<file path="src/verilog/amr_regs.svh">
// Register offsets, field positions, opcodes and parameter word fields
`ifndef AMR_REGS_SVH
`define AMR_REGS_SVH

// ==========================================================
// Register byte offsets
`define AMR_CTRL_OFS 8'h00
`define AMR_STAT_OFS 8'h04
`define AMR_EVT_OFS 8'h08
`define AMR_SR1_OFS 8'h0c
`define AMR_ADDR_OFS 8'h10
`define AMR_SFDP_OFS 8'h14
`define AMR_OPC_OFS 8'h18

// ==========================================================
// Field positions and reset values
`define AMR_CTRL_CONT 2
`define AMR_EVT_SRST 0
`define AMR_EVT_HRST 1
`define AMR_WIDTH_RST 2'h0

// ==========================================================
// Serial instructions
`define AMR_OP_EN4B 8'hb7
`define AMR_OP_EX4B 8'he9
`define AMR_OP_RSTEN 8'h66
`define AMR_OP_RST 8'h99
`define AMR_OP_WREN 8'h06
`define AMR_OP_VWREN 8'h50
`define AMR_OP_WRSR 8'h01
`define AMR_OP_READ 8'h03
`define AMR_OP_PP 8'h02
`define AMR_OP_SE 8'h20
`define AMR_OP_READ4 8'h13
`define AMR_OP_PP4 8'h12
`define AMR_OP_SE4 8'h21

// ==========================================================
// Parameter word fields and timing
`define AMR_SFDP_ENTRY 8'h25
`define AMR_SFDP_EXIT 10'h0e5
`define AMR_SFDP_SRST 6'h30
`define AMR_SFDP_RFU 1'h1
`define AMR_SFDP_SR1WE 7'h68
`define AMR_CONT_EXIT_CLKS 4'h8
`define AMR_ALL_ONES 4'hf

`endif
</file>
<file path="src/verilog/amr_pkg.sv">
// Types shared by the address mode and reset controller
package amr_pkg;

    // ======================================================
    // Serial frame states, Gray along idle-cmd-adr-dat
    typedef enum logic [2:0] {
        amr_idle = 3'h0,
        amr_cmd = 3'h1,
        amr_adr = 3'h3,
        amr_dat = 3'h2,
        amr_mode = 3'h6
    } amr_fsm_t;

    // ======================================================
    // Bus and pin carriers
    typedef struct packed {
        logic psel;
        logic penable;
        logic pwrite;
        logic [7:0] paddr;
        logic [31:0] pwdata;
    } amr_apb_req_t;

    typedef struct packed {
        logic [31:0] prdata;
        logic pready;
        logic pslverr;
    } amr_apb_rsp_t;

    typedef struct packed {
        logic sck;
        logic cs_n;
        logic [3:0] io;
    } amr_spi_t;

    // ======================================================
    // Whole state of the controller
    typedef struct packed {
        amr_fsm_t fsm;
        logic sck_q;
        logic cs_q;
        logic [31:0] sh;
        logic [6:0] nbits;
        logic [6:0] need;
        logic [7:0] opc;
        logic [7:0] last_opc;
        logic [3:0] ffcnt;
        logic [1:0] width;
        logic addr4;
        logic armed;
        logic wel;
        logic vol_en;
        logic vol_act;
        logic cont;
        logic loaded;
        logic [7:0] nvsr;
        logic [7:0] vsr;
        logic [7:0] sr1;
        logic nv_wr;
        logic [31:0] addr;
        logic [1:0] evt;
        amr_apb_rsp_t rsp;
    } amr_st_t;

endpackage

</file>
<file path="src/verilog/amr_ctrl.sv">
// Serial command decoder for address mode, soft reset and SR1 enables
//
// The APB register port and the placing of the registers are this design's own decisions.
`timescale 1ns/1ps
`include "amr_regs.svh"

module amr_ctrl (
    input wire logic ref_clk,
    input wire logic arst_n,
    input wire amr_pkg::amr_apb_req_t apb_req,
    output amr_pkg::amr_apb_rsp_t apb_rsp,
    input wire amr_pkg::amr_spi_t spi,
    input wire logic hw_rst_n,
    input wire logic [7:0] nv_sr1_init,
    output logic addr4_mode,
    output logic [7:0] sr1_out,
    output logic nv_wr,
    output logic [7:0] nv_data
);

    // ======================================================
    // Helpers
    // Shift the wires in use into the low end, MSB first
    function automatic logic [31:0] shift_in(input logic [31:0] v,
                                             input logic [1:0] w,
                                             input logic [3:0] io);
        case (w)
            2'h0: return {v[30:0], io[0]};
            2'h1: return {v[29:0], io[1:0]};
            default: return {v[27:0], io};
        endcase
    endfunction

    // Bits taken on each serial clock for a given wire width;
    // the spare width code 3 falls back to four wires
    function automatic logic [6:0] bits_per(input logic [1:0] w);
        case (w)
            2'h0: return 7'h01;
            2'h1: return 7'h02;
            default: return 7'h04;
        endcase
    endfunction

    // Opcodes followed by an address; only these leave the command
    // phase for an address phase
    function automatic logic is_adr(input logic [7:0] op);
        return op == `AMR_OP_READ || op == `AMR_OP_PP ||
               op == `AMR_OP_SE || is_adr4(op);
    endfunction

    // Opcodes whose address is 32 bits in either address mode
    function automatic logic is_adr4(input logic [7:0] op);
        return op == `AMR_OP_READ4 || op == `AMR_OP_PP4 ||
               op == `AMR_OP_SE4;
    endfunction

    // Parameter word is fixed; built from its fields
    // Field order from the top: entry, exit, soft reset, one, SR1 scheme
    localparam logic [31:0] SFDP_WORD = {`AMR_SFDP_ENTRY,
        `AMR_SFDP_EXIT, `AMR_SFDP_SRST, `AMR_SFDP_RFU,
        `AMR_SFDP_SR1WE};

    // Whole controller state in one struct: one next-state process
    // fills st_d and one register stage holds st_q
    amr_pkg::amr_st_t st_q;
    amr_pkg::amr_st_t st_d;

    // ======================================================
    // Next state
    always_comb begin
        // Scratch values; each is cleared first so no latch appears
        logic rise;
        logic acc;
        logic hit;
        logic [31:0] rd;
        logic [6:0] nb;
        logic nb8;
        rise = 1'b0;
        acc = 1'b0;
        hit = 1'b0;
        rd = 32'h0;
        nb = 7'h0;
        nb8 = 1'b0;
        // Everything holds by default; the store strobe and bus answer are pulses and
        // the pin history is refreshed on every cycle
        st_d = st_q;
        st_d.nv_wr = 1'b0;
        st_d.sck_q = spi.sck;
        st_d.cs_q = spi.cs_n;
        // The serial clock is only sampled, so it must stay high and low
        // for at least one clock each or a rise is missed
        rise = spi.sck & ~st_q.sck_q;

        // Catch the stored SR1 once after power-up
        // The flag keeps later changes on the init input from leaking in
        if (!st_q.loaded) begin
            st_d.loaded = 1'b1;
            st_d.nvsr = nv_sr1_init;
        end

        // Bus reads are prepared in the cycle before pready
        // Unmapped offsets answer with an error and read as zero
        hit = 1'b1;
        case (apb_req.paddr)
            `AMR_CTRL_OFS: rd = {30'h0, st_q.width};
            `AMR_STAT_OFS: rd = {26'h0, st_q.cont, st_q.vol_act,
                                 st_q.vol_en, st_q.wel, st_q.armed,
                                 st_q.addr4};
            `AMR_EVT_OFS: rd = {30'h0, st_q.evt};
            `AMR_SR1_OFS: rd = {16'h0, st_q.nvsr, st_q.sr1};
            `AMR_ADDR_OFS: rd = st_q.addr;
            `AMR_SFDP_OFS: rd = SFDP_WORD;
            `AMR_OPC_OFS: rd = {24'h0, st_q.last_opc};
            default: hit = 1'b0;
        endcase

        // Access phase answered one cycle after it is first seen; the
        // answer comes from flops, which costs the one wait state
        acc = apb_req.psel & apb_req.penable;
        st_d.rsp.pready = 1'b0;
        st_d.rsp.pslverr = 1'b0;
        st_d.rsp.prdata = 32'h0;
        if (acc && !st_q.rsp.pready) begin
            st_d.rsp.pready = 1'b1;
            st_d.rsp.pslverr = ~hit;
            st_d.rsp.prdata = apb_req.pwrite ? 32'h0 : rd;
        end
        // Writes land on the edge that sees pready high
        // The continuous mode bit only sets; the exit pattern clears it
        if (acc && st_q.rsp.pready && apb_req.pwrite) begin
            case (apb_req.paddr)
                `AMR_CTRL_OFS: begin
                    st_d.width = apb_req.pwdata[1:0];
                    if (apb_req.pwdata[`AMR_CTRL_CONT]) begin
                        st_d.cont = 1'b1;
                    end
                end
                `AMR_EVT_OFS: st_d.evt = st_q.evt & ~apb_req.pwdata[1:0];
                default: ;
            endcase
        end

        // Serial frame: start, clock edges, end
        // A frame cut short by chip select is dropped, never half applied
        if (st_q.cs_q && !spi.cs_n) begin
            st_d.nbits = 7'h0;
            st_d.ffcnt = 4'h0;
            // Opcodes are not decoded while continuous mode holds
            st_d.fsm = st_q.cont ? amr_pkg::amr_mode
                                 : amr_pkg::amr_cmd;
        end else if (!spi.cs_n && rise) begin
            // One serial clock: shift, count, move between phases
            case (st_q.fsm)
                amr_pkg::amr_mode: begin
                    // Count back-to-back all-ones clocks; any other
                    // value on the lines starts the count again
                    if (spi.io == `AMR_ALL_ONES) begin
                        st_d.ffcnt = st_q.ffcnt + 4'h1;
                    end else begin
                        st_d.ffcnt = 4'h0;
                    end
                    // Rest of this frame is ignored; the next one decodes
                    if (st_d.ffcnt == `AMR_CONT_EXIT_CLKS) begin
                        st_d.cont = 1'b0;
                        st_d.fsm = amr_pkg::amr_idle;
                    end
                end
                amr_pkg::amr_cmd, amr_pkg::amr_adr,
                amr_pkg::amr_dat: begin
                    st_d.sh = shift_in(st_q.sh, st_q.width,
                                       spi.io);
                    // Counter stops once past 63 so long data cannot wrap
                    nb = st_q.nbits + bits_per(st_q.width);
                    st_d.nbits = (st_q.nbits > 7'h3f) ? st_q.nbits : nb;
                    // Opcode byte complete: choose address or data phase
                    if (st_q.fsm == amr_pkg::amr_cmd &&
                        st_d.nbits == 7'h08) begin
                        st_d.opc = st_d.sh[7:0];
                        if (is_adr(st_d.sh[7:0])) begin
                            st_d.fsm = amr_pkg::amr_adr;
                            // Address length set by mode or opcode
                            st_d.need = (st_q.addr4 ||
                                is_adr4(st_d.sh[7:0])) ? 7'h28
                                : 7'h20;
                        end else begin
                            st_d.fsm = amr_pkg::amr_dat;
                        end
                    end
                    // Address complete: kept for software to read back
                    if (st_q.fsm == amr_pkg::amr_adr &&
                        st_d.nbits == st_q.need) begin
                        st_d.addr = (st_q.need == 7'h28) ? st_d.sh
                            : {8'h0, st_d.sh[23:0]};
                        st_d.fsm = amr_pkg::amr_dat;
                    end
                end
                default: ;
            endcase
        end else if (!st_q.cs_q && spi.cs_n) begin
            // Frame end: back to idle whatever phase was reached
            st_d.fsm = amr_pkg::amr_idle;
            // Commands act at chip select release, whole bytes only
            if (st_q.fsm != amr_pkg::amr_mode &&
                st_q.fsm != amr_pkg::amr_idle &&
                st_q.nbits >= 7'h08) begin
                nb8 = st_q.nbits == 7'h08;
                st_d.last_opc = st_q.opc;
                // Any other whole opcode disarms the reset pair
                st_d.armed = nb8 &&
                    st_q.opc == `AMR_OP_RSTEN;
                // Mode and enable opcodes count only as a lone byte
                if (nb8) begin
                    case (st_q.opc)
                        `AMR_OP_EN4B: st_d.addr4 = 1'b1;
                        `AMR_OP_EX4B: st_d.addr4 = 1'b0;
                        `AMR_OP_WREN: st_d.wel = 1'b1;
                        `AMR_OP_VWREN: st_d.vol_en = 1'b1;
                        // Needs the enable as the frame just before
                        `AMR_OP_RST: begin
                            if (st_q.armed) begin
                                // Volatile SR1 survives, power only
                                st_d.addr4 = 1'b0;
                                st_d.wel = 1'b0;
                                st_d.vol_en = 1'b0;
                                st_d.evt[`AMR_EVT_SRST] = 1'b1;
                            end
                        end
                        default: ;
                    endcase
                end
                // Status write goes to whichever copy is enabled
                // The volatile enable wins; either way both enables clear
                if (st_q.opc == `AMR_OP_WRSR &&
                    st_q.nbits == 7'h10) begin
                    if (st_q.vol_en) begin
                        st_d.vsr = st_q.sh[7:0];
                        st_d.vol_act = 1'b1;
                    end else if (st_q.wel) begin
                        st_d.nvsr = st_q.sh[7:0];
                        st_d.nv_wr = 1'b1;
                    end
                    st_d.wel = 1'b0;
                    st_d.vol_en = 1'b0;
                end
            end
        end

        // Reset pin overrides the mode, arm, enables and phase the frame set; a status write still lands
        // It is a level, so a long pulse keeps the state cleared
        // Both SR1 copies are kept; only power loss drops the volatile one
        if (!hw_rst_n) begin
            st_d.addr4 = 1'b0;
            st_d.armed = 1'b0;
            st_d.wel = 1'b0;
            st_d.vol_en = 1'b0;
            st_d.fsm = amr_pkg::amr_idle;
            st_d.evt[`AMR_EVT_HRST] = 1'b1;
        end

        // Active SR1 follows the volatile copy once it is live
        // Taken from the next state so the output never lags its source
        st_d.sr1 = st_d.vol_act ? st_d.vsr : st_d.nvsr;
    end

    // ======================================================
    // State register; power-up leaves 3-byte mode
    always_ff @(posedge ref_clk or negedge arst_n) begin
        if (!arst_n) begin
            // Chip select idles high; a zero here would look like the
            // end of a frame on the first clock after reset
            st_q <= '0;
            st_q.cs_q <= 1'b1;
        end else begin
            st_q <= st_d;
        end
    end

    // ======================================================
    // Outputs straight from flops
    // nv_data always shows the stored copy; nv_wr marks when to keep it
    assign apb_rsp = st_q.rsp;
    assign addr4_mode = st_q.addr4;
    assign sr1_out = st_q.sr1;
    assign nv_wr = st_q.nv_wr;
    assign nv_data = st_q.nvsr;

endmodule

</file>
<file path="config.mk">
export PLATFORM = sky130hd
export DESIGN_NAME = amr_ctrl
export DESIGN_NICKNAME = d
export VERILOG_FILES = /design/src/verilog/amr_pkg.sv /design/src/verilog/amr_ctrl.sv
export VERILOG_INCLUDE_DIRS = /design/src /design/src/verilog
export SDC_FILE = /design/constraint.sdc
export NUM_CORES = 1
export LEC_CHECK = 0
export ABC_AREA = 1
export BUFFER_PORTS_ARGS = -buffer_cell sky130_fd_sc_hd__buf_4
export CAP_MARGIN = 20
export CORE_MARGIN = 8
export CORE_UTILIZATION = 33
export CTS_BUF_LIST = sky130_fd_sc_hd__clkbuf_8
export DETAILED_ROUTE_END_ITERATION = 10
export PLACE_DENSITY_LB_ADDON = 0.12
export SETUP_SLACK_MARGIN = 0.2
export SYNTH_ARGS = -nofsm -noshare
export SYNTH_HDL_FRONTEND = slang
export SYNTH_SLANG_ARGS = --single-unit
</file>
<file path="constraint.sdc">
create_clock -name ref_clk -period 3.5 [get_ports ref_clk]
set_input_delay 0.35 -clock ref_clk [delete_from_list [all_inputs] [get_ports ref_clk]]
set_output_delay 0.35 -clock ref_clk [all_outputs]
set_load 0.05 [all_outputs]
</file>
==> results.cfg <==
[critical_path]
required_ns = 3.81
worst-path-max-fanout = 41
r2r_end = st_q[36]
max_stage_delay_ns = 0.51
cp_cell_sequence = inv_2, nand2_2, nand2_1, nand2_1, inv_1, ha_1, o21ai_1, nand2_1, nor2_1, nand3_1, nor2_1, nand2_1, inv_1, nand3_2, nor2_4, inv_2, nand2_1, o21ai_2
crit_buf_inv = 4
worst_path_max_delay_cell = dfrtp_1
worstPathArrival_ns = 3.22
r2r_slack_ns = 0.59
critPathCaptureType = flop
r2r-start = st_q[101]
cpMostUsedCell = nand2_1
reg2reg_depth = 18
criticalPathCategory = reg -> reg
critical_path.top_delay_family = simple AND/OR/NAND/NOR gates
crit_path_start_kind = flop

[clock_tree]
cts_setup_buffers = 0
cts_resized = 0
clk_pin_slew_ns = 0.09
clock_path_buffers = 2
htree_levels = 4
cts_buffers = 17
clock-root-buffer = clkbuf_8
insertion_delay_ns = 0.46
cts_tree = built
cts.sinks = 167

[routing]
firstDrtPassIters = 5
wirelength_mm = 22.8
antenna_left = 0
drc = 0
wl_per_cell_um = 16.7
vias = 6550
dr.first_iter.drc_count = 465
via_per_inst = 4.81

[power_and_ir_drop]
finalPower_mw = 4.20
leakagePower_nw = 4.43
power_density_nw_per_um2 = 451
internal_power_mw = 2.87
peakVddDrop_mv = 0.189
power_frac_seq = 0.518
sw_frac_of_total = 0.315
power.share.clock = 0.335
combPwrFrac = 0.147
p_sw_mw = 1.32

[finish]
finish.utilization = 0.374
area_delta_synth_final_pct = 12.6
drive_gt1_frac = 0.173
diodes = 0
layout.nets = 1083

[die]
core_area_um2 = 24900
rows = 58
die_y_um = 174
die_w_um = 174
die_area_um2 = 30400
io_pins = 112
start_util = 0.332

[logic_synthesis]
synth_top_area_frac = 0.503
ys_warn_count = 0
syn_area_um2 = 8270
synth_edf_count = 0
synth_largest_area_cell = dfrtp_1
synth_cells = 982
ys_ff_latch = 167
ys_dominant_reg_cell = dfrtp_1
yosysSeqAreaShare = 0.506
async_flop_share = 1.00
syn_nets = 1046
synthTopCellsByArea = dfrtp_1, nand2_1, buf_4, inv_1, o21ai_0
ys_types = 47
synth.avg_cell_area_um2 = 8.42

[timing]
worstMarginPinSlew_ns = 0.888
fmax_mhz = 344
slew_headroom = 0.407
fin_ws_ns = 0.589
period_share = 0.832
setup-violations-final = 0
drv_slew = 0
fin_worst_skew_ns = 0.0181
timing_hold_violations_final = 0
rsz0062_at_grt = no
setup_tns_ns = 0
period_needed_ns = 2.91

[placed_design]
dp_hpwl_mm = 16.8
numPortBuffers = 82
gp_congestion = 0.809
dp_slack_ns = 0.544

[status]
status = finished clean

[hold_path]
hold_end = st_q[35]
worstHoldStart = hw_rst_n
hp-class = in -> reg
min_path_cells = 2

[global_route]
grt_pass1_vias = 6578
grt_overflow = 0
track_usage = 0.152
antenna_found_initial = 0
grt_max_degree = 80
grt_pass1_wl_mm = 37.2

[job]
maxCapViolCount = 0
==> worst max path at each step <==
stage / startpoint / slack [ns] / cells after the start / end
floorplan: st_q[101] / 0.60 / 19 / st_q[43]
global placement: st_q[101] / 0.57 / 18 / st_q[41]
detailed placement: st_q[101] / 0.54 / 18 / st_q[42]
CTS: st_q[101] / 0.51 / 18 / st_q[42]
global route: st_q[101] / 0.24 / 18 / st_q[42]
finish: st_q[101] / 0.59 / 18 / st_q[36]
==> sequential cells by signal, indices dropped and copies added (netlist names) <==
register    cells
st_q          115
apb_rsp        34
nv_data         8
addr4_mode      1
sr1_out         8
nv_wr           1
==> per-layer routing <==
metal,share of wire,GRT usage,up-vias
met3,0.043,0.0321,15
met4,0.010,0.0363,0
met2,0.44,0.235,137
met5,0,0,-
li1,-,-,3268
met1,0.50,0.215,3130
==> placed cells by master (no fill, tap or decap), types with 7 or more instances in the layout <==
master / count
a21oi_1: 15
a221oi_1: 7
a22oi_1: 11
a31oi_1: 9
buf_4: 99
clkbuf_8: 17
dfrtp_1: 166
inv_1: 99
inv_2: 11
mux2_2: 8
nand2_1: 274
nand2_2: 7
nand3_1: 25
nand4_1: 13
nor2_1: 53
nor3_1: 10
nor3b_1: 10
o21ai_0: 73
o21ai_1: 31
o21ai_2: 9
o221ai_1: 14
o22ai_1: 13
==> per-stage QoR <==
step,std cells,hold slack [ns],instance area (um^2)
after global placement,1327,0.449,8880
after CTS,1362,0.111,9310
after global routing,1362,0.116,9310
final,1362,0.149,9310
after detailed placement,1327,0.452,8880
after floorplan,982,0.0544,8270
==> final cells by class <==
class                      count  area [um^2]
tap                          330          413
multi-input combinational    618         3100
clock buffer                  17          234
clock inverter                15          163
fill                        2614        15600
timing repair buffer         104          805
sequential                   167         4180
inverter                     111          417
==> synth_stat cells (2+ instances only) <==
library cell  instances
o211ai_1              2
nor2_4                2
dfrtp_1             166
nor3_1               10
nand2_1             274
o21ai_0              73
inv_2                11
nand3_2               2
clkinv_1              2
a31oi_1               9
o221ai_1             14
a32oi_1               4
buf_6                 6
o21ai_2               9
o21ai_1              31
nor4_1                5
nand3_1              25
inv_1                98
nand4_1              13
a21oi_1              15
a21oi_2               2
o22ai_1              13
a22oi_1              11
clkbuf_1             20
nor3b_1              10
buf_2                 6
a41oi_1               2
nor2_1               54
ha_1                  4
nand2_2               7
a221oi_1              7
buf_4                53
mux2_2                8
==> power groups by stage <==
stage          logic, mW  clock network (mW)  registers, mW
6_report           0.616                1.41           2.17
3_3_place_gp       0.618                   0           2.21
3_5_place_dp       0.619                   0           2.21
5_1_grt            0.699                1.53           2.19
2_1_floorplan      0.403                   0           2.18
4_1_cts            0.624                1.45           2.17
==> what timing repair did <==
| action | in CTS | in global routing |
|---|---|---|
| hold buffers | 3 | 0 |
| endpoints found under the setup margin | 0 | 0 |
| hold endpoints to repair | 78 | 0 |
==> logic make-up (layout without fill, tap and decap cells) <==
logic type,after synthesis,after routing,synth area share
compound gates,197,197,0.145
fa+ha+maj,4,4,0.00606
buf+inv,197,247,0.120
flops,167,167,0.506
mux,8,8,0.0109
other cells,1,1,0.000454
simple gates,408,408,0.211
Note: power is estimated with default switching activity, not from simulation.
